File: src/hw/hsief_defines.svh
// register offsets, field positions, reset values and timing counts
`ifndef HSIEF_DEFINES_SVH
`define HSIEF_DEFINES_SVH
// ---------------------------------------------------------------
// register byte offsets
// ---------------------------------------------------------------
`define HSIEF_CMD_OFS     8'h00
`define HSIEF_STS_OFS     8'h04
`define HSIEF_EN_OFS      8'h08
`define HSIEF_FRI_OFS     8'h18
// ---------------------------------------------------------------
// field positions
// ---------------------------------------------------------------
`define HSIEF_CMD_RUN_BIT 0
`define HSIEF_CMD_FLS_LSB 2
`define HSIEF_CMD_THR_LSB 16
`define HSIEF_STS_HLT_BIT 12
// ---------------------------------------------------------------
// reset values
// ---------------------------------------------------------------
`define HSIEF_THR_RST     8'h08
`define HSIEF_FRI_RST     14'h0000
`define HSIEF_EN_RST      6'h00
// ---------------------------------------------------------------
// timing
// ---------------------------------------------------------------
`define HSIEF_CLK_NS      40
`define HSIEF_UFRAME_NS   125000
`define HSIEF_UFRAME_CYC  (`HSIEF_UFRAME_NS / `HSIEF_CLK_NS)
`endif

File: src/hw/hsief_pkg.sv
// types shared by the interrupt enable and frame index slice
package hsief_pkg;
    // six event flags, same layout for status and enable
    typedef struct packed {
        logic aa;   // async advance
        logic se;   // host system error
        logic rollover_flag;  // frame list rollover
        logic pc;   // port change
        logic err;  // transfer error
        logic done; // transfer complete
    } hsief_irq_t;
    // axi response codes
    typedef enum logic [1:0] {
        HSIEF_OKAY   = 2'h0,
        HSIEF_SLVERR = 2'h2
    } hsief_resp_t;
endpackage

File: src/hw/hsief_top.sv
// interrupt enable and frame index slice of a usb host, axi4-lite slave
// Overview of operation
// - async advance irq waits threshold boundary
// - system error irq raised without threshold
// - rollover irq raised immediately
// - port change irq raised immediately
// - transfer error irq waits threshold
// - transfer done irq waits threshold
// - enable bits 31..6 reserved, read zero
// - frame index steps every 125 us
// - index bits N..3 select list entry
// - list size picks N 12/11/10
// - start-of-frame number is bits 13..3
// - frame index writable only while halted
// - written index changes later frame numbers
//
// The AXI4-Lite register port was chosen for this implementation.
`include "hsief_defines.svh"
`timescale 1ns/1ps
`default_nettype none
module hsief_top
    import hsief_pkg::*;
#(
    parameter int ADDR_W = 8
) (
    input  wire logic              mclk_i,
    input  wire logic              rstn_i,
    input  wire hsief_irq_t        event_i,         // one-cycle event pulses
    input  wire logic [ADDR_W-1:0] s_axi_awaddr_i,
    input  wire logic              s_axi_awvalid_i,
    output var  logic              s_axi_awready_o,
    input  wire logic [31:0]       s_axi_wdata_i,
    input  wire logic [3:0]        s_axi_wstrb_i,
    input  wire logic              s_axi_wvalid_i,
    output var  logic              s_axi_wready_o,
    output var  logic [1:0]        s_axi_bresp_o,
    output var  logic              s_axi_bvalid_o,
    input  wire logic              s_axi_bready_i,
    input  wire logic [ADDR_W-1:0] s_axi_araddr_i,
    input  wire logic              s_axi_arvalid_i,
    output var  logic              s_axi_arready_o,
    output var  logic [31:0]       s_axi_rdata_o,
    output var  logic [1:0]        s_axi_rresp_o,
    output var  logic              s_axi_rvalid_o,
    input  wire logic              s_axi_rready_i,
    output var  logic              irq_o,           // level interrupt
    output var  logic [9:0]        frame_entry_o,   // periodic list entry
    output var  logic [10:0]       sof_frame_o,     // start-of-frame number
    output var  logic              run_o            // schedule running
);
    localparam int UFRAME_CYC = `HSIEF_UFRAME_CYC;
    // ---------------------------------------------------------------
    // state
    // ---------------------------------------------------------------
    logic              aw_h_reg, aw_h_next;   // write address held
    logic              w_h_reg,  w_h_next;    // write data held
    logic [ADDR_W-1:0] awa_reg,  awa_next;
    logic [31:0]       wd_reg,   wd_next;
    logic [3:0]        ws_reg,   ws_next;
    logic              awr_reg,  awr_next;
    logic              wr_reg,   wr_next;
    logic              bv_reg,   bv_next;
    logic [1:0]        br_reg,   br_next;
    logic              arr_reg,  arr_next;
    logic              rv_reg,   rv_next;
    logic [31:0]       rd_reg,   rd_next;
    logic [1:0]        rr_reg,   rr_next;
    logic              run_reg,  run_next;    // run_control
    logic              hlt_reg,  hlt_next;    // halted_indicator
    logic [1:0]        fls_reg,  fls_next;    // list_size_select
    logic [7:0]        thr_reg,  thr_next;    // threshold, microframes
    logic [7:0]        tc_reg,   tc_next;     // threshold counter
    logic              arm_reg,  arm_next;    // threshold boundary passed
    hsief_irq_t        en_reg,   en_next;     // interrupt_enable
    hsief_irq_t        sts_reg,  sts_next;    // status flags
    logic [13:0]       fri_reg,  fri_next;    // frame_index
    logic [9:0]        ent_reg,  ent_next;
    logic              irq_reg,  irq_next;
    logic              tick;                  // microframe end
    logic              do_wr;
    logic [7:0]        wofs;
    logic [7:0]        rofs;
    logic              wr_hit;
    logic              ovr;                   // frame list rollover
    logic [13:0]       low_mask;
    hsief_irq_t        set_v, clr_v, pend;
    logic [5:0]        imm_m, thr_m;
    logic [31:0]       rmux;
    logic              rhit;

    // ---------------------------------------------------------------
    // microframe timer
    // ---------------------------------------------------------------
    hsief_uframe_timer #(
        .CYCLES (UFRAME_CYC)
    ) u_timer (
        .mclk_i (mclk_i),
        .rstn_i (rstn_i),
        .run_i  (run_reg),
        .tick_o (tick)
    );

    // ---------------------------------------------------------------
    // decode helpers
    // ---------------------------------------------------------------
    assign do_wr  = aw_h_reg & w_h_reg & ~bv_reg;
    assign wofs   = {awa_reg[7:2], 2'b00};
    assign rofs   = {s_axi_araddr_i[7:2], 2'b00};
    assign wr_hit = (wofs == `HSIEF_CMD_OFS) || (wofs == `HSIEF_STS_OFS) ||
                    (wofs == `HSIEF_EN_OFS)  || (wofs == `HSIEF_FRI_OFS);
    assign pend   = sts_reg & en_reg;
    assign imm_m  = 6'b01_1100;              // error, rollover, port change
    assign thr_m  = 6'b10_0011;              // advance, error, done

    // span of the wrapping index bits N..0
    always_comb begin
        case (fls_reg)
            2'b01:   low_mask = 14'h0fff;    // 512 entries, N=11
            2'b10:   low_mask = 14'h07ff;    // 256 entries, N=10
            default: low_mask = 14'h1fff;    // 1024 entries, N=12
        endcase
    end
    assign ovr = tick & run_reg & ((fri_reg & low_mask) == low_mask);

    // ---------------------------------------------------------------
    // axi4-lite channels
    // ---------------------------------------------------------------
    always_comb begin
        aw_h_next = aw_h_reg;
        w_h_next  = w_h_reg;
        awa_next  = awa_reg;
        wd_next   = wd_reg;
        ws_next   = ws_reg;
        bv_next   = bv_reg;
        br_next   = br_reg;
        rv_next   = rv_reg;
        rd_next   = rd_reg;
        rr_next   = rr_reg;
        // address and data taken in either order
        if (s_axi_awvalid_i && awr_reg) begin
            aw_h_next = 1'b1;
            awa_next  = s_axi_awaddr_i;
        end
        if (s_axi_wvalid_i && wr_reg) begin
            w_h_next = 1'b1;
            wd_next  = s_axi_wdata_i;
            ws_next  = s_axi_wstrb_i;
        end
        // both held: commit and answer
        if (do_wr) begin
            aw_h_next = 1'b0;
            w_h_next  = 1'b0;
            bv_next   = 1'b1;
            br_next   = wr_hit ? HSIEF_OKAY : HSIEF_SLVERR;
        end else if (bv_reg && s_axi_bready_i) begin
            bv_next = 1'b0;
        end
        // read answered the cycle after the address
        if (s_axi_arvalid_i && arr_reg) begin
            rv_next = 1'b1;
            rd_next = rmux;
            rr_next = rhit ? HSIEF_OKAY : HSIEF_SLVERR;
        end else if (rv_reg && s_axi_rready_i) begin
            rv_next = 1'b0;
        end
        awr_next = ~aw_h_next & ~bv_next;
        wr_next  = ~w_h_next & ~bv_next;
        arr_next = ~rv_next;
    end

    // read mux, reserved bits read zero
    always_comb begin
        rhit = 1'b1;
        case (rofs)
            `HSIEF_CMD_OFS: rmux = {8'h00, thr_reg, 12'h000, fls_reg, 1'b0, run_reg};
            `HSIEF_STS_OFS: rmux = {19'h0_0000, hlt_reg, 6'h00, sts_reg};
            `HSIEF_EN_OFS:  rmux = {26'h000_0000, en_reg};
            `HSIEF_FRI_OFS: rmux = {18'h0_0000, fri_reg};
            default: begin
                rmux = 32'h0000_0000;
                rhit = 1'b0;
            end
        endcase
    end

    // ---------------------------------------------------------------
    // control, enable, frame index
    // ---------------------------------------------------------------
    always_comb begin
        run_next = run_reg;
        fls_next = fls_reg;
        thr_next = thr_reg;
        en_next  = en_reg;
        fri_next = fri_reg;
        hlt_next = ~run_reg;                 // halts one cycle after stop
        if (do_wr && wofs == `HSIEF_CMD_OFS) begin
            if (ws_reg[0]) begin
                run_next = wd_reg[`HSIEF_CMD_RUN_BIT];
                fls_next = wd_reg[`HSIEF_CMD_FLS_LSB +: 2];
            end
            if (ws_reg[2]) begin
                thr_next = wd_reg[`HSIEF_CMD_THR_LSB +: 8];
            end
        end
        if (do_wr && wofs == `HSIEF_EN_OFS && ws_reg[0]) begin
            en_next = wd_reg[5:0];
        end
        // a word write while halted reloads the index
        if (do_wr && wofs == `HSIEF_FRI_OFS && hlt_reg && ws_reg == 4'hf) begin
            fri_next = wd_reg[13:0];
        end else if (tick && run_reg) begin
            fri_next = fri_reg + 14'h0001;
        end
    end

    // list entry from bits N..3, frame number from bits 13..3
    always_comb begin
        case (fls_next)
            2'b01:   ent_next = {1'b0, fri_next[11:3]};
            2'b10:   ent_next = {2'b00, fri_next[10:3]};
            default: ent_next = fri_next[12:3];
        endcase
    end

    // ---------------------------------------------------------------
    // status flags and interrupt
    // ---------------------------------------------------------------
    always_comb begin
        set_v = event_i;
        set_v.rollover_flag = event_i.rollover_flag | ovr;
        clr_v = 6'h00;
        if (do_wr && wofs == `HSIEF_STS_OFS && ws_reg[0]) begin
            clr_v = wd_reg[5:0];
        end
    end

    // sticky flags, write one clears, a set wins over a clear
    for (genvar g = 0; g < 6; g++) begin : g_flag
        assign sts_next[g] = set_v[g] | (sts_reg[g] & ~clr_v[g]);
    end

    // threshold boundary every thr_reg microframes
    always_comb begin
        tc_next  = tc_reg;
        arm_next = arm_reg;
        if (tick && run_reg) begin
            if (tc_reg + 8'h01 >= thr_reg) begin
                tc_next  = 8'h00;
                arm_next = |(pend & thr_m);
            end else begin
                tc_next = tc_reg + 8'h01;
            end
        end
        if (!(|(pend & thr_m))) begin
            arm_next = 1'b0;                 // acknowledged
        end
        irq_next = (|(pend & imm_m)) | arm_next;
    end

    // registers only
    always_ff @(posedge mclk_i) begin
        if (!rstn_i) begin
            aw_h_reg <= 1'b0;
            w_h_reg  <= 1'b0;
            awa_reg  <= '0;
            wd_reg   <= 32'h0000_0000;
            ws_reg   <= 4'h0;
            awr_reg  <= 1'b0;
            wr_reg   <= 1'b0;
            bv_reg   <= 1'b0;
            br_reg   <= 2'h0;
            arr_reg  <= 1'b0;
            rv_reg   <= 1'b0;
            rd_reg   <= 32'h0000_0000;
            rr_reg   <= 2'h0;
            run_reg  <= 1'b0;
            hlt_reg  <= 1'b1;
            fls_reg  <= 2'h0;
            thr_reg  <= `HSIEF_THR_RST;
            tc_reg   <= 8'h00;
            arm_reg  <= 1'b0;
            en_reg   <= `HSIEF_EN_RST;
            sts_reg  <= 6'h00;
            fri_reg  <= `HSIEF_FRI_RST;
            ent_reg  <= 10'h000;
            irq_reg  <= 1'b0;
        end else begin
            aw_h_reg <= aw_h_next;
            w_h_reg  <= w_h_next;
            awa_reg  <= awa_next;
            wd_reg   <= wd_next;
            ws_reg   <= ws_next;
            awr_reg  <= awr_next;
            wr_reg   <= wr_next;
            bv_reg   <= bv_next;
            br_reg   <= br_next;
            arr_reg  <= arr_next;
            rv_reg   <= rv_next;
            rd_reg   <= rd_next;
            rr_reg   <= rr_next;
            run_reg  <= run_next;
            hlt_reg  <= hlt_next;
            fls_reg  <= fls_next;
            thr_reg  <= thr_next;
            tc_reg   <= tc_next;
            arm_reg  <= arm_next;
            en_reg   <= en_next;
            sts_reg  <= sts_next;
            fri_reg  <= fri_next;
            ent_reg  <= ent_next;
            irq_reg  <= irq_next;
        end
    end

    // ---------------------------------------------------------------
    // outputs
    // ---------------------------------------------------------------
    assign s_axi_awready_o = awr_reg;
    assign s_axi_wready_o  = wr_reg;
    assign s_axi_bvalid_o  = bv_reg;
    assign s_axi_bresp_o   = br_reg;
    assign s_axi_arready_o = arr_reg;
    assign s_axi_rvalid_o  = rv_reg;
    assign s_axi_rdata_o   = rd_reg;
    assign s_axi_rresp_o   = rr_reg;
    assign irq_o           = irq_reg;
    assign frame_entry_o   = ent_reg;
    assign sof_frame_o     = fri_reg[13:3];
    assign run_o           = run_reg;
endmodule
`default_nettype wire

File: src/hw/hsief_uframe_timer.sv
// microframe timer: one-cycle tick every microframe while running
`timescale 1ns/1ps
`default_nettype none
module hsief_uframe_timer #(
    parameter int CYCLES = 3125
) (
    input  wire logic mclk_i,
    input  wire logic rstn_i,
    input  wire logic run_i,
    output var  logic tick_o
);
    // ---------------------------------------------------------------
    // divider
    // ---------------------------------------------------------------
    logic [12:0] cnt_reg;  // cycles into the microframe
    logic [12:0] cnt_next;
    logic        tick_reg;
    logic        tick_next;

    // count while running, restart from zero when stopped
    always_comb begin
        cnt_next  = cnt_reg;
        tick_next = 1'b0;
        if (!run_i) begin
            cnt_next = 13'h0000;
        end else if (cnt_reg == 13'(CYCLES - 1)) begin
            cnt_next  = 13'h0000;
            tick_next = 1'b1;    // end of microframe
        end else begin
            cnt_next = cnt_reg + 13'h0001;
        end
    end

    // registers only
    always_ff @(posedge mclk_i) begin
        if (!rstn_i) begin
            cnt_reg  <= 13'h0000;
            tick_reg <= 1'b0;
        end else begin
            cnt_reg  <= cnt_next;
            tick_reg <= tick_next;
        end
    end

    assign tick_o = tick_reg;
endmodule
`default_nettype wire

File: config.mk
export PLATFORM = sky130hd
export DESIGN_NAME = hsief_top
export DESIGN_NICKNAME = d
export VERILOG_FILES = /design/src/hw/hsief_pkg.sv /design/src/hw/hsief_top.sv /design/src/hw/hsief_uframe_timer.sv
export VERILOG_INCLUDE_DIRS = /design/src /design/src/hw
export SDC_FILE = /design/constraint.sdc
export NUM_CORES = 1
export LEC_CHECK = 0
export ABC_AREA = 1
export BUFFER_PORTS_ARGS = -buffer_cell sky130_fd_sc_hd__clkbuf_2
export CAP_MARGIN = 40
export CORE_AREA = 2 2 105 107
export CTS_CLUSTER_SIZE = 14
export DETAILED_ROUTE_END_ITERATION = 10
export DIE_AREA = 0 0 107 109
export GPL_TIMING_DRIVEN = 0
export MAX_ROUTING_LAYER = met4
export PLACE_DENSITY_LB_ADDON = 0.12
export SETUP_SLACK_MARGIN = 0.15
export SYNTH_ARGS = -nofsm -noshare
export SYNTH_HDL_FRONTEND = slang
export SYNTH_SLANG_ARGS = --single-unit
File: constraint.sdc
create_clock -name mclk_i -period 3.96 [get_ports mclk_i]
set_input_delay 0.792 -clock mclk_i [delete_from_list [all_inputs] [get_ports mclk_i]]
set_output_delay 0.792 -clock mclk_i [all_outputs]
set_load 0.01 [all_outputs]
==> results_dict.tcl, run 1 <==
set metrics [dict create \
    status "finished clean" \
    place_inst 1117 \
    worst_r2r_path_depth 13 \
    reg2reg_slack_ns 1.73 \
    drtPass1Iterations 5 \
    maxSlewHeadroom_pct 56.82 \
    p_int_mw 2.291 \
    totalWireLength_um 15660 \
    syn_to_final_growth_pct 20.71 \
    detail_route.vias_per_cell 5.123 \
    slew_violations 0 \
    fin_setup_tns_ns 0 \
    cts.sinks 127 \
    max-vdd-ir-drop_uv 321.7 \
    critPathTopFamily "simple AND/OR/NAND/NOR gates" \
    cts_tree "yes" \
    synth_area_leaders "dfxtp_1, nand2_1, nor2_1" \
    critical_path.startpoint_type "flop" \
    power_frac_clock_pct 47.7 \
    power_frac_comb_pct 7.0 \
    total_power_mw 2.995 \
    crit_top_cell "nand2_1" \
    drc_errors 0 \
    synth_common_cells "nand2_1, nor2_1, dfxtp_1, inv_1, a21oi_1" \
    p_leak_nw 3.350 \
    cp_slowest_cell "dfxtp_1" \
    drive_above_1_share_pct 19.64 \
    cts_hold_buf 0 \
    maxCapViolations 0 \
    slowest_delay_ns 0.44 \
    cts_root_buf "clkbuf_8" \
    cts_resized 0 \
    critPathCapture "irq_o" \
    dp_hpwl_um 11670 \
    fin_skew_ns 0.007031 \
    met3_length_um 902 \
    diodes 0 \
    rows 38 \
    avgSynthCellArea_um2 7.047 \
    yosysMostFrequentCell "nand2_1" \
    stdcell_count 1148 \
    finalCriticalPeriod_ns 2.231 \
    synth-edff-count 0 \
    clock_latency_ns 0.53 \
    grt_max_degree 17 \
    hold_ws_ns 0.4581 \
    path_clk_slew_ns 0.06 \
    post_cts_buffers 0 \
    syn_inst 865 \
    fp.dieH_um 109 \
    nFillCells 953 \
    fp.dieW_um 107 \
    die_area_um2 11660 \
    cp_num_buf_inv 1 \
    grt_pass1_vias 5406 \
    ys_seq_area_share_pct 41.71 \
    cp.arrival_ns 2.65 \
    sw_frac_of_total_pct 23.50 \
    hold_class "reg2reg" \
    drt_iter0_drc 316 \
    synthArstFlopShare_pct 0 \
    register_area_um2 2542 \
    wire_per_inst_um 13.64 \
    finalHoldViolations 0 \
    start_util_pct 57.49 \
    seqPwrFrac_pct 45.3 \
    clockBufferDepth 2 \
    yosysTopAreaCell "dfxtp_1" \
    yosysTopAreaCellShare_pct 41.71 \
    power_switching_mw 0.7037 \
    antenna_found_initial 0 \
    drtAntennaViolNets 0 \
    wl_met1_um 6689 \
    tightest_slew_ns 0.6477 \
    top_layer "met4" \
    io_buffers 101 \
    dpl_worst_slack_ns 1.823 \
    crit_chain "ha_1 > nand3_1 > xor2_1 > inv_1 > ha_1 > a21oi_1 > nor2_1 > nor2_2 > nand2_1 > nand2_1 > nand2_1 > nand2_1 > nand2_1" \
    end_kind "flop" \
    power.density_nw_per_um2 407.0 \
    gp_congestion 0.9177 \
    regToRegEndpoint "irq_o" \
    rsz0062_at_grt "no" \
    ios 129 \
    htree_levels 4 \
    timing.rr.start "tc_reg[0]" \
    ys.flop_type "dfxtp_1" \
    startpoint "tc_reg[0]" \
    cts_buffers 17 \
    multi_input_area_um2 2856 \
    core_um2 10600 \
    ys_warn_count 0 \
    max_freq_ghz 0.4483 \
    grt-ovfl-total 0 \
    criticalPathCategory "reg2reg" \
    setup_viol 0 \
    vias 5881 \
    grt_pass1_wl_um 25570 \
    fin_crit_sh_pct 56.33 \
    grtUsageTotal_pct 29.06 \
    wl_met2_um 7551 \
    cp.depth 13 \
    fin_ws_ns 1.729 \
    synth.distinct_cells 37 \
    required_ns 4.38 \
    ys_ff_latch 127 \
    fin_nets 1075 \
    syn_area_um2 6096 \
    crit_fanout 9 \
]
==> logic make-up after synthesis <==
family | count (synthesis) | share of synthesized area [%]
adder cells (fa/ha/maj) | 14 | 2.874
AO/OA/AOI/OAI | 157 | 13.32
flip-flops | 127 | 41.71
buffers and inverters | 157 | 12.11
XOR/XNOR | 9 | 1.293
other | 1 | 0.06152
AND/OR/NAND/NOR | 400 | 28.63
==> cell type report <==
type                    count  share of cell area (%)
flip-flops and latches    127                   34.55
inverters                  98                   5.016
clock inverters             7                  0.8162
plain buffers              59                   5.016
repair buffers            101                   6.870
well taps                 140                   2.381
clock buffers              24                   6.530
multi-input cells         592                   38.82
==> power by group through the flow <==
stage / logic [mW] / registers (mW) / clock network [mW]
3_5_place_dp: 0.208 / 1.38 / 0
3_3_place_gp: 0.205 / 1.38 / 0
2_1_floorplan: 0.122 / 1.38 / 0
5_1_grt: 0.235 / 1.36 / 1.49
4_1_cts: 0.209 / 1.36 / 1.43
6_report: 0.209 / 1.36 / 1.43
==> worst min-delay path, cell delays in order (launching register included) <==
cell and delay [ns]:
dfxtp_1 0.30, nand2_1 0.06, a21oi_1 0.05
==> cells in the final DEF, fill, tap and decap left out, drive strengths merged <==
cell,Yosys,final
nand4,12,12
o21bai,1,1
conb,1,12
o31ai,1,1
nor2,147,147
o221ai,1,1
inv,96,96
o211ai,2,2
nand3b,1,1
ha,14,14
a21o,1,1
xor2,8,8
a21oi,72,72
xnor2,1,1
nand2,173,173
dfxtp,127,127
clkbuf,19,144
a211oi,4,4
or2,2,2
clkinv,2,8
nor3,5,5
and3,1,1
nand3,55,55
buf,40,40
o21ai,75,75
nor4,4,4
bufinv,0,1
==> worst min path at each step <==
stage                         to  slack [ns]             start  depth (start not counted)
6_report       s_axi_rdata_o[23]        0.46        thr_reg[7]                          2
5_1_grt         s_axi_rdata_o[0]        0.48  s_axi_rdata_o[0]                          2
4_1_cts        s_axi_rdata_o[23]        0.46        thr_reg[7]                          2
3_5_place_dp   s_axi_rdata_o[23]        0.45        thr_reg[7]                          2
3_3_place_gp          wd_reg[12]        0.45        wd_reg[12]                          2
2_1_floorplan         wd_reg[12]        0.43        wd_reg[12]                          2
==> layer usage <==
layer  GRT usage (%)  up-vias
li1                -     3000
met1           33.74     2638
met2           49.77      200
met3           4.842       43
met4           12.80        0
met5               -        -
==> metrics by stage <==
step / utilization (%) / area (µm²)
3_5_place_dp: 64.30 / 6818
6_report: 69.40 / 7358
4_1_cts: 69.40 / 7358
3_3_place_gp: 64.30 / 6818
2_1_floorplan: - / 6137
5_1_grt: 69.40 / 7358
Power figures use the tool's default switching activity.
==> run 2: changes to the inputs <==
--- a/config.mk
+++ b/config.mk
@@ -6,13 +6,13 @@
 export SDC_FILE = /design/constraint.sdc
 export NUM_CORES = 1
 export LEC_CHECK = 0
-export ABC_AREA = 1
+export ABC_AREA = 0
 export BUFFER_PORTS_ARGS = -buffer_cell sky130_fd_sc_hd__clkbuf_2
 export CAP_MARGIN = 40
-export CORE_AREA = 2 2 105 107
+export CORE_AREA = 2 2 108 110
 export CTS_CLUSTER_SIZE = 14
 export DETAILED_ROUTE_END_ITERATION = 10
-export DIE_AREA = 0 0 107 109
+export DIE_AREA = 0 0 110 112
 export GPL_TIMING_DRIVEN = 0
 export MAX_ROUTING_LAYER = met4
 export PLACE_DENSITY_LB_ADDON = 0.12
==> constraint.sdc (replaced) <==
create_clock -name mclk_i -period 2.1 [get_ports mclk_i]
set_input_delay 0.42 -clock mclk_i [delete_from_list [all_inputs] [get_ports mclk_i]]
set_output_delay 0.42 -clock mclk_i [all_outputs]
set_load 0.01 [all_outputs]
==> results_dict.tcl, run 2 <==
set metrics [dict create \
    status "finished clean" \
    ys_seq_area_share_pct 43.45 \
    seqPwrFrac_pct 40.9 \
    sw_frac_of_total_pct 20.87 \
    syn_area_um2 5852 \
    htree_levels 4 \
    criticalPathCategory "reg2reg" \
    drt_iter0_drc 331 \
    drc_errors 0 \
    power_frac_comb_pct 5.1 \
    drive_above_1_share_pct 27.91 \
    maxSlewHeadroom_pct 48.81 \
    ys_ff_latch 127 \
    power.density_nw_per_um2 804.6 \
    fp.dieH_um 112 \
    syn_to_final_growth_pct 30.34 \
    synth_adder_area_share_pct 2.993 \
    p_int_mw 4.856 \
    synthSimpleGateAreaFrac_pct 21.57 \
    synth_area_leaders "dfxtp_1, a21boi_0, nand2_1" \
    grt-ovfl-total 0 \
    grt_max_degree 17 \
    diodes 0 \
    avgSynthCellArea_um2 8.962 \
    fin_crit_sh_pct 99.97 \
    totalWireLength_um 15000 \
    finalCriticalPeriod_ns 2.099 \
    synth-edff-count 0 \
    ys.flop_type "dfxtp_1" \
    yosysTopAreaCellShare_pct 43.45 \
    fp.dieW_um 110 \
    vias 5178 \
    cp.arrival_ns 2.41 \
    synth.distinct_cells 56 \
    critical_path.startpoint_type "flop" \
    fin_nets 883 \
    io_buffers 101 \
    rsz0062_at_grt "yes" \
    end_kind "flop" \
    detail_route.vias_per_cell 5.394 \
    place_inst 908 \
    core_um2 11170 \
    design_area_um2 7627 \
    cts_buffers 17 \
    required_ns 2.41 \
    fin_util_pct 68.26 \
    start_util_pct 52.37 \
    antenna_found_initial 0 \
    drtAntennaViolNets 0 \
    nFillCells 905 \
    synthArstFlopShare_pct 0 \
    crit_fanout 5 \
    syn_inst 653 \
    power_switching_mw 1.281 \
    max_freq_ghz 0.4763 \
    clockBufferDepth 2 \
    hold_class "in2reg" \
    cts_hold_buf 0 \
    grt_pass1_vias 4893 \
    die_area_um2 12320 \
    fin_skew_ns 0.003921 \
    grt_pass1_wl_um 23840 \
    final_cell_mix "dfxtp_1, clkbuf_2, nand2_1" \
    slew_violations 0 \
    wire_per_inst_um 15.63 \
    setup_viol 0 \
    yosys.area_share.xor_xnor_pct 4.041 \
    gp_congestion 0.8954 \
    yosysMostFrequentCell "dfxtp_1" \
    rows 39 \
    dp_hpwl_um 10780 \
    ios 129 \
    p_leak_nw 3.135 \
    cts.sinks 127 \
    cts_root_buf "clkbuf_16" \
    maxCapViolations 0 \
    tightest_slew_ns 0.7609 \
    clock_latency_ns 0.42 \
    drtPass1Iterations 4 \
    total_power_mw 6.137 \
    synth_common_cells "dfxtp_1, nand2_1, a21boi_0, buf_4, nand3_1" \
    ys_warn_count 0 \
    cts_tree "yes" \
    yosysTopAreaCell "dfxtp_1" \
    synth_top_family_by_area "simple AND/OR/NAND/NOR gates" \
    power_frac_clock_pct 54.0 \
    finalHoldViolations 0 \
    stdcell_count 960 \
    path_clk_slew_ns 0.06 \
    synth_compound_area_share_pct 16.61 \
    synth_mux_area_share_pct 3.613 \
    grtUsageTotal_pct 25.89 \
    reg2reg_slack_ns 0.0006 \
    layout_commonest_cell "dfxtp_1" \
    max-vdd-ir-drop_uv 465.1 \
    dpl-instance-area_um2 6616 \
]
==> run 2: cell count changes in the layout (fill, tap and decap cells not counted), sizes merged, moves of 21 or more <==
| cell | previous run | this run |
|---|---|---|
| a21boi | 0 | 47 |
| a21oi | 72 | 9 |
| inv | 96 | 22 |
| nand2 | 173 | 92 |
| nand3 | 55 | 30 |
| nor2 | 147 | 27 |
| nor2b | 0 | 25 |
| o21ai | 75 | 22 |
| xnor2 | 1 | 22 |
==> run 2: metrics by stage <==
stage	hold slack, ns	worst slack (ns)	setup TNS [ns]
after floorplan	0.4403	0.1478	0
after global placement	0.4377	-0.1588	-1.383
after detailed placement	0.4421	-0.2008	-1.712
after CTS	0.2218	0.02598	0
after global routing	0.2315	-0.07009	-0.5036
final	0.2231	0.0006191	0
==> run 2: path summary, 6_finish.rpt <==
path	endpoint	cells past startpoint	startpoint
max	tc_reg[5]	8	tc_reg[0]
min reg2reg	s_axi_rdata_o[4]	2	s_axi_rdata_o[4]
min	sts_reg[1]	2	event_i[1]
max reg2reg	tc_reg[5]	8	tc_reg[0]
==> run 2: per-layer routing <==
| layer | global-route usage, % | wire [µm] | up-vias | share of wire, % |
|---|---|---|---|---|
| li1 | - | - | 2552 | - |
| met1 | 33.62 | 6657 | 2422 | 44 |
| met2 | 39.59 | 7093 | 178 | 47 |
| met3 | 5.972 | 990 | 26 | 6.6 |
| met4 | 8.608 | 261 | 0 | 1.7 |
| met5 | - | 0 | - | 0 |
==> run 2: power groups by stage <==
stage / registers (mW) / logic, mW / clock network [mW]
after floorplan: 2.55 / 0.182 / 0
after global placement: 2.56 / 0.292 / 0
after detailed placement: 2.56 / 0.298 / 0
after CTS: 2.50 / 0.308 / 3.35
after global routing: 2.51 / 0.353 / 3.46
final: 2.51 / 0.316 / 3.31
==> run 2: cell families after synthesis <==
| kind of cell | after synthesis |
|---|---|
| AO/OA/AOI/OAI | 133 |
| other | 1 |
| adder cells (fa/ha/maj) | 14 |
| buffers and inverters | 84 |
| XOR/XNOR | 27 |
| AND/OR/NAND/NOR | 246 |
| flip-flops | 127 |
| multiplexers | 21 |
==> run 2: what timing repair did <==
item                       4_1_cts  5_1_grt
setup endpoints to repair       25       38
buffers inserted                 8       10
gates resized for setup         28       24
pin swaps                       19       11
hold endpoints to repair         0        0
gates cloned                     1        1
==> run 2: critical path: stages (launching register included) <==
cell,delay [ns]
dfxtp_4,0.36
ha_4,0.18
xor2_2,0.18
ha_1,0.30
a211o_1,0.13
a31oi_1,0.04
o311a_1,0.40
clkbuf_8,0.17
a32o_1,0.22
==> run 2: area by class of cell <==
class	instances	area, µm²	share of cell area, %
flip-flops and latches	127	2562	33.60
repair buffers	121	683.2	8.957
plain buffers	62	394.1	5.167
inverters	22	82.58	1.083
well taps	143	178.9	2.346
clock buffers	22	494.2	6.480
clock inverters	10	180.2	2.362
multi-input cells	453	3052	40.01
==> run 3: changes to the inputs <==
--- a/config.mk
+++ b/config.mk
@@ -16,6 +16,7 @@
 export GPL_TIMING_DRIVEN = 0
 export MAX_ROUTING_LAYER = met4
 export PLACE_DENSITY_LB_ADDON = 0.12
+export RECOVER_POWER = 50
 export SETUP_SLACK_MARGIN = 0.15
 export SYNTH_ARGS = -nofsm -noshare
 export SYNTH_HDL_FRONTEND = slang
==> results_dict.tcl, run 3 (synthesis results as in run 2) <==
set metrics [dict create \
    design_area_um2 7576 \
    total_power_mw 6.134 \
    cts_hold_buf 0 \
    layout_commonest_cell "dfxtp_1" \
    required_ns 2.41 \
    hold_class "in2reg" \
    fin_setup_tns_ns 0 \
    tightest_slew_ns 0.7652 \
    crit_fanout 5 \
    criticalPathCategory "reg2reg" \
    grt-ovfl-total 0 \
    wire_per_inst_um 15.62 \
    final_cell_mix "dfxtp_1, nand2_1, clkbuf_2" \
    slew_violations 0 \
    fin_ws_ns 0.001374 \
    drc_errors 0 \
    rsz0062_at_grt "yes" \
    reg2reg_slack_ns 0.001 \
    diodes 0 \
    crit_chain "ha_4 > xor2_2 > ha_1 > a211o_1 > a31oi_1 > o311a_1 > clkbuf_8 > a32o_1" \
    start_util_pct 52.37 \
    ios 129 \
    clock_latency_ns 0.42 \
    cts_buffers 17 \
    gp_congestion 0.8954 \
    status "finished clean" \
    core_um2 11170 \
    fin_crit_sh_pct 99.93 \
    grtUsageTotal_pct 25.89 \
    max-vdd-ir-drop_uv 466.4 \
    max_freq_ghz 0.4765 \
    cts_tree "yes" \
    drtAntennaViolNets 0 \
    nFillCells 927 \
    rows 39 \
    maxCapViolations 0 \
    fp.dieW_um 110 \
    drive_above_1_share_pct 23.50 \
    clockBufferDepth 2 \
    fp.dieH_um 112 \
    critical_path.startpoint_type "flop" \
    totalWireLength_um 15000 \
    htree_levels 4 \
    power.density_nw_per_um2 809.6 \
    grt_pass1_wl_um 23840 \
    antenna_found_initial 0 \
    end_kind "flop" \
    grt_max_degree 17 \
    drt_iter0_drc 316 \
    finalCriticalPeriod_ns 2.099 \
    setup_viol 0 \
    cp.arrival_ns 2.41 \
    dpl-instance-area_um2 6616 \
    syn_to_final_growth_pct 29.46 \
    slowest_delay_ns 0.40 \
    maxSlewHeadroom_pct 48.52 \
    finalHoldViolations 0 \
    p_leak_nw 3.005 \
    fin_skew_ns 0.005390 \
    drtPass1Iterations 5 \
    detail_route.vias_per_cell 5.359 \
    cts.sinks 127 \
    cp_slowest_cell "o311a_1" \
    dp_hpwl_um 10780 \
    die_area_um2 12320 \
    cts_root_buf "clkbuf_16" \
    vias 5145 \
    fin_nets 883 \
    io_buffers 101 \
    grt_pass1_vias 4893 \
    path_clk_slew_ns 0.05 \
    dpl_worst_slack_ns -0.2008 \
]
-- run 3: cell types whose count changed in the layout (fill, tap and decap cells not counted) --
cell      previous run  this run
buf_1                2         0
buf_4               48        37
buf_6                2         1
clkbuf_1            23        61
clkbuf_2           102        67
clkbuf_4             1        12
-- run 3: stage by stage --
step	util, %	hold WS [ns]	instances
global route	67.80	0.2315	960
detailed placement	59.21	0.4421	908
CTS	66.68	0.2218	949
floorplan	-	0.4403	664
finish	67.80	0.2213	960
global placement	59.21	0.4377	908
-- run 3: final cells by class --
class / instances / area, µm² / share of cell area (%)
Timing Repair Buffer: 121 / 639.4 / 8.439
Tap cell: 143 / 178.9 / 2.362
Clock inverter: 10 / 180.2 / 2.378
Sequential cell: 127 / 2562 / 33.82
Buffer: 62 / 386.6 / 5.103
Multi-Input combinational cell: 453 / 3052 / 40.28
Inverter: 22 / 82.58 / 1.090
Clock buffer: 22 / 494.2 / 6.524
-- run 3: metal layers --
metal | wire length [µm] | part of all wire [%] | vias to the layer above | track usage, %
met1 | 6820 | 45 | 2424 | 33.62
met3 | 825 | 5.5 | 19 | 5.972
met5 | 0 | 0 | - | -
li1 | - | - | 2548 | -
met4 | 226 | 1.5 | 0 | 8.608
met2 | 7123 | 48 | 154 | 39.59
-- run 3: repair_timing --
item                                   in CTS  in global routing
gates resized for setup                    28                 24
gates cloned                                1                  1
setup endpoints to repair                  25                 38
pin swaps                                  19                 11
buffers inserted                            8                 10
endpoints found under the hold margin       0                  0
-- run 3: final timing paths --
path / start / cells past startpoint / end
min reg2reg: s_axi_rdata_o[4] / 2 / s_axi_rdata_o[4]
max: tc_reg[1] / 8 / tc_reg[5]
min: event_i[1] / 2 / sts_reg[1]
max reg2reg: tc_reg[1] / 8 / tc_reg[5]
-- run 3: power by group --
| group | leakage, nW | total [mW] | internal (mW) | switching (mW) |
|---|---|---|---|---|
| registers | 1.03 | 2.51 | 2.46 | 0.0520 |
| clock network | 0.328 | 3.31 | 2.26 | 1.06 |
| logic | 1.64 | 0.311 | 0.138 | 0.173 |
-- run 3: critical path, delay by kind of cell (launching register included) --
family | cells | cell delay (ns)
DFF | 1 | 0.36
AOI/OAI and AO/OA | 4 | 0.79
xor gates and xnor gates | 1 | 0.18
adders and majority gates | 2 | 0.48
buffers and inverters | 1 | 0.17
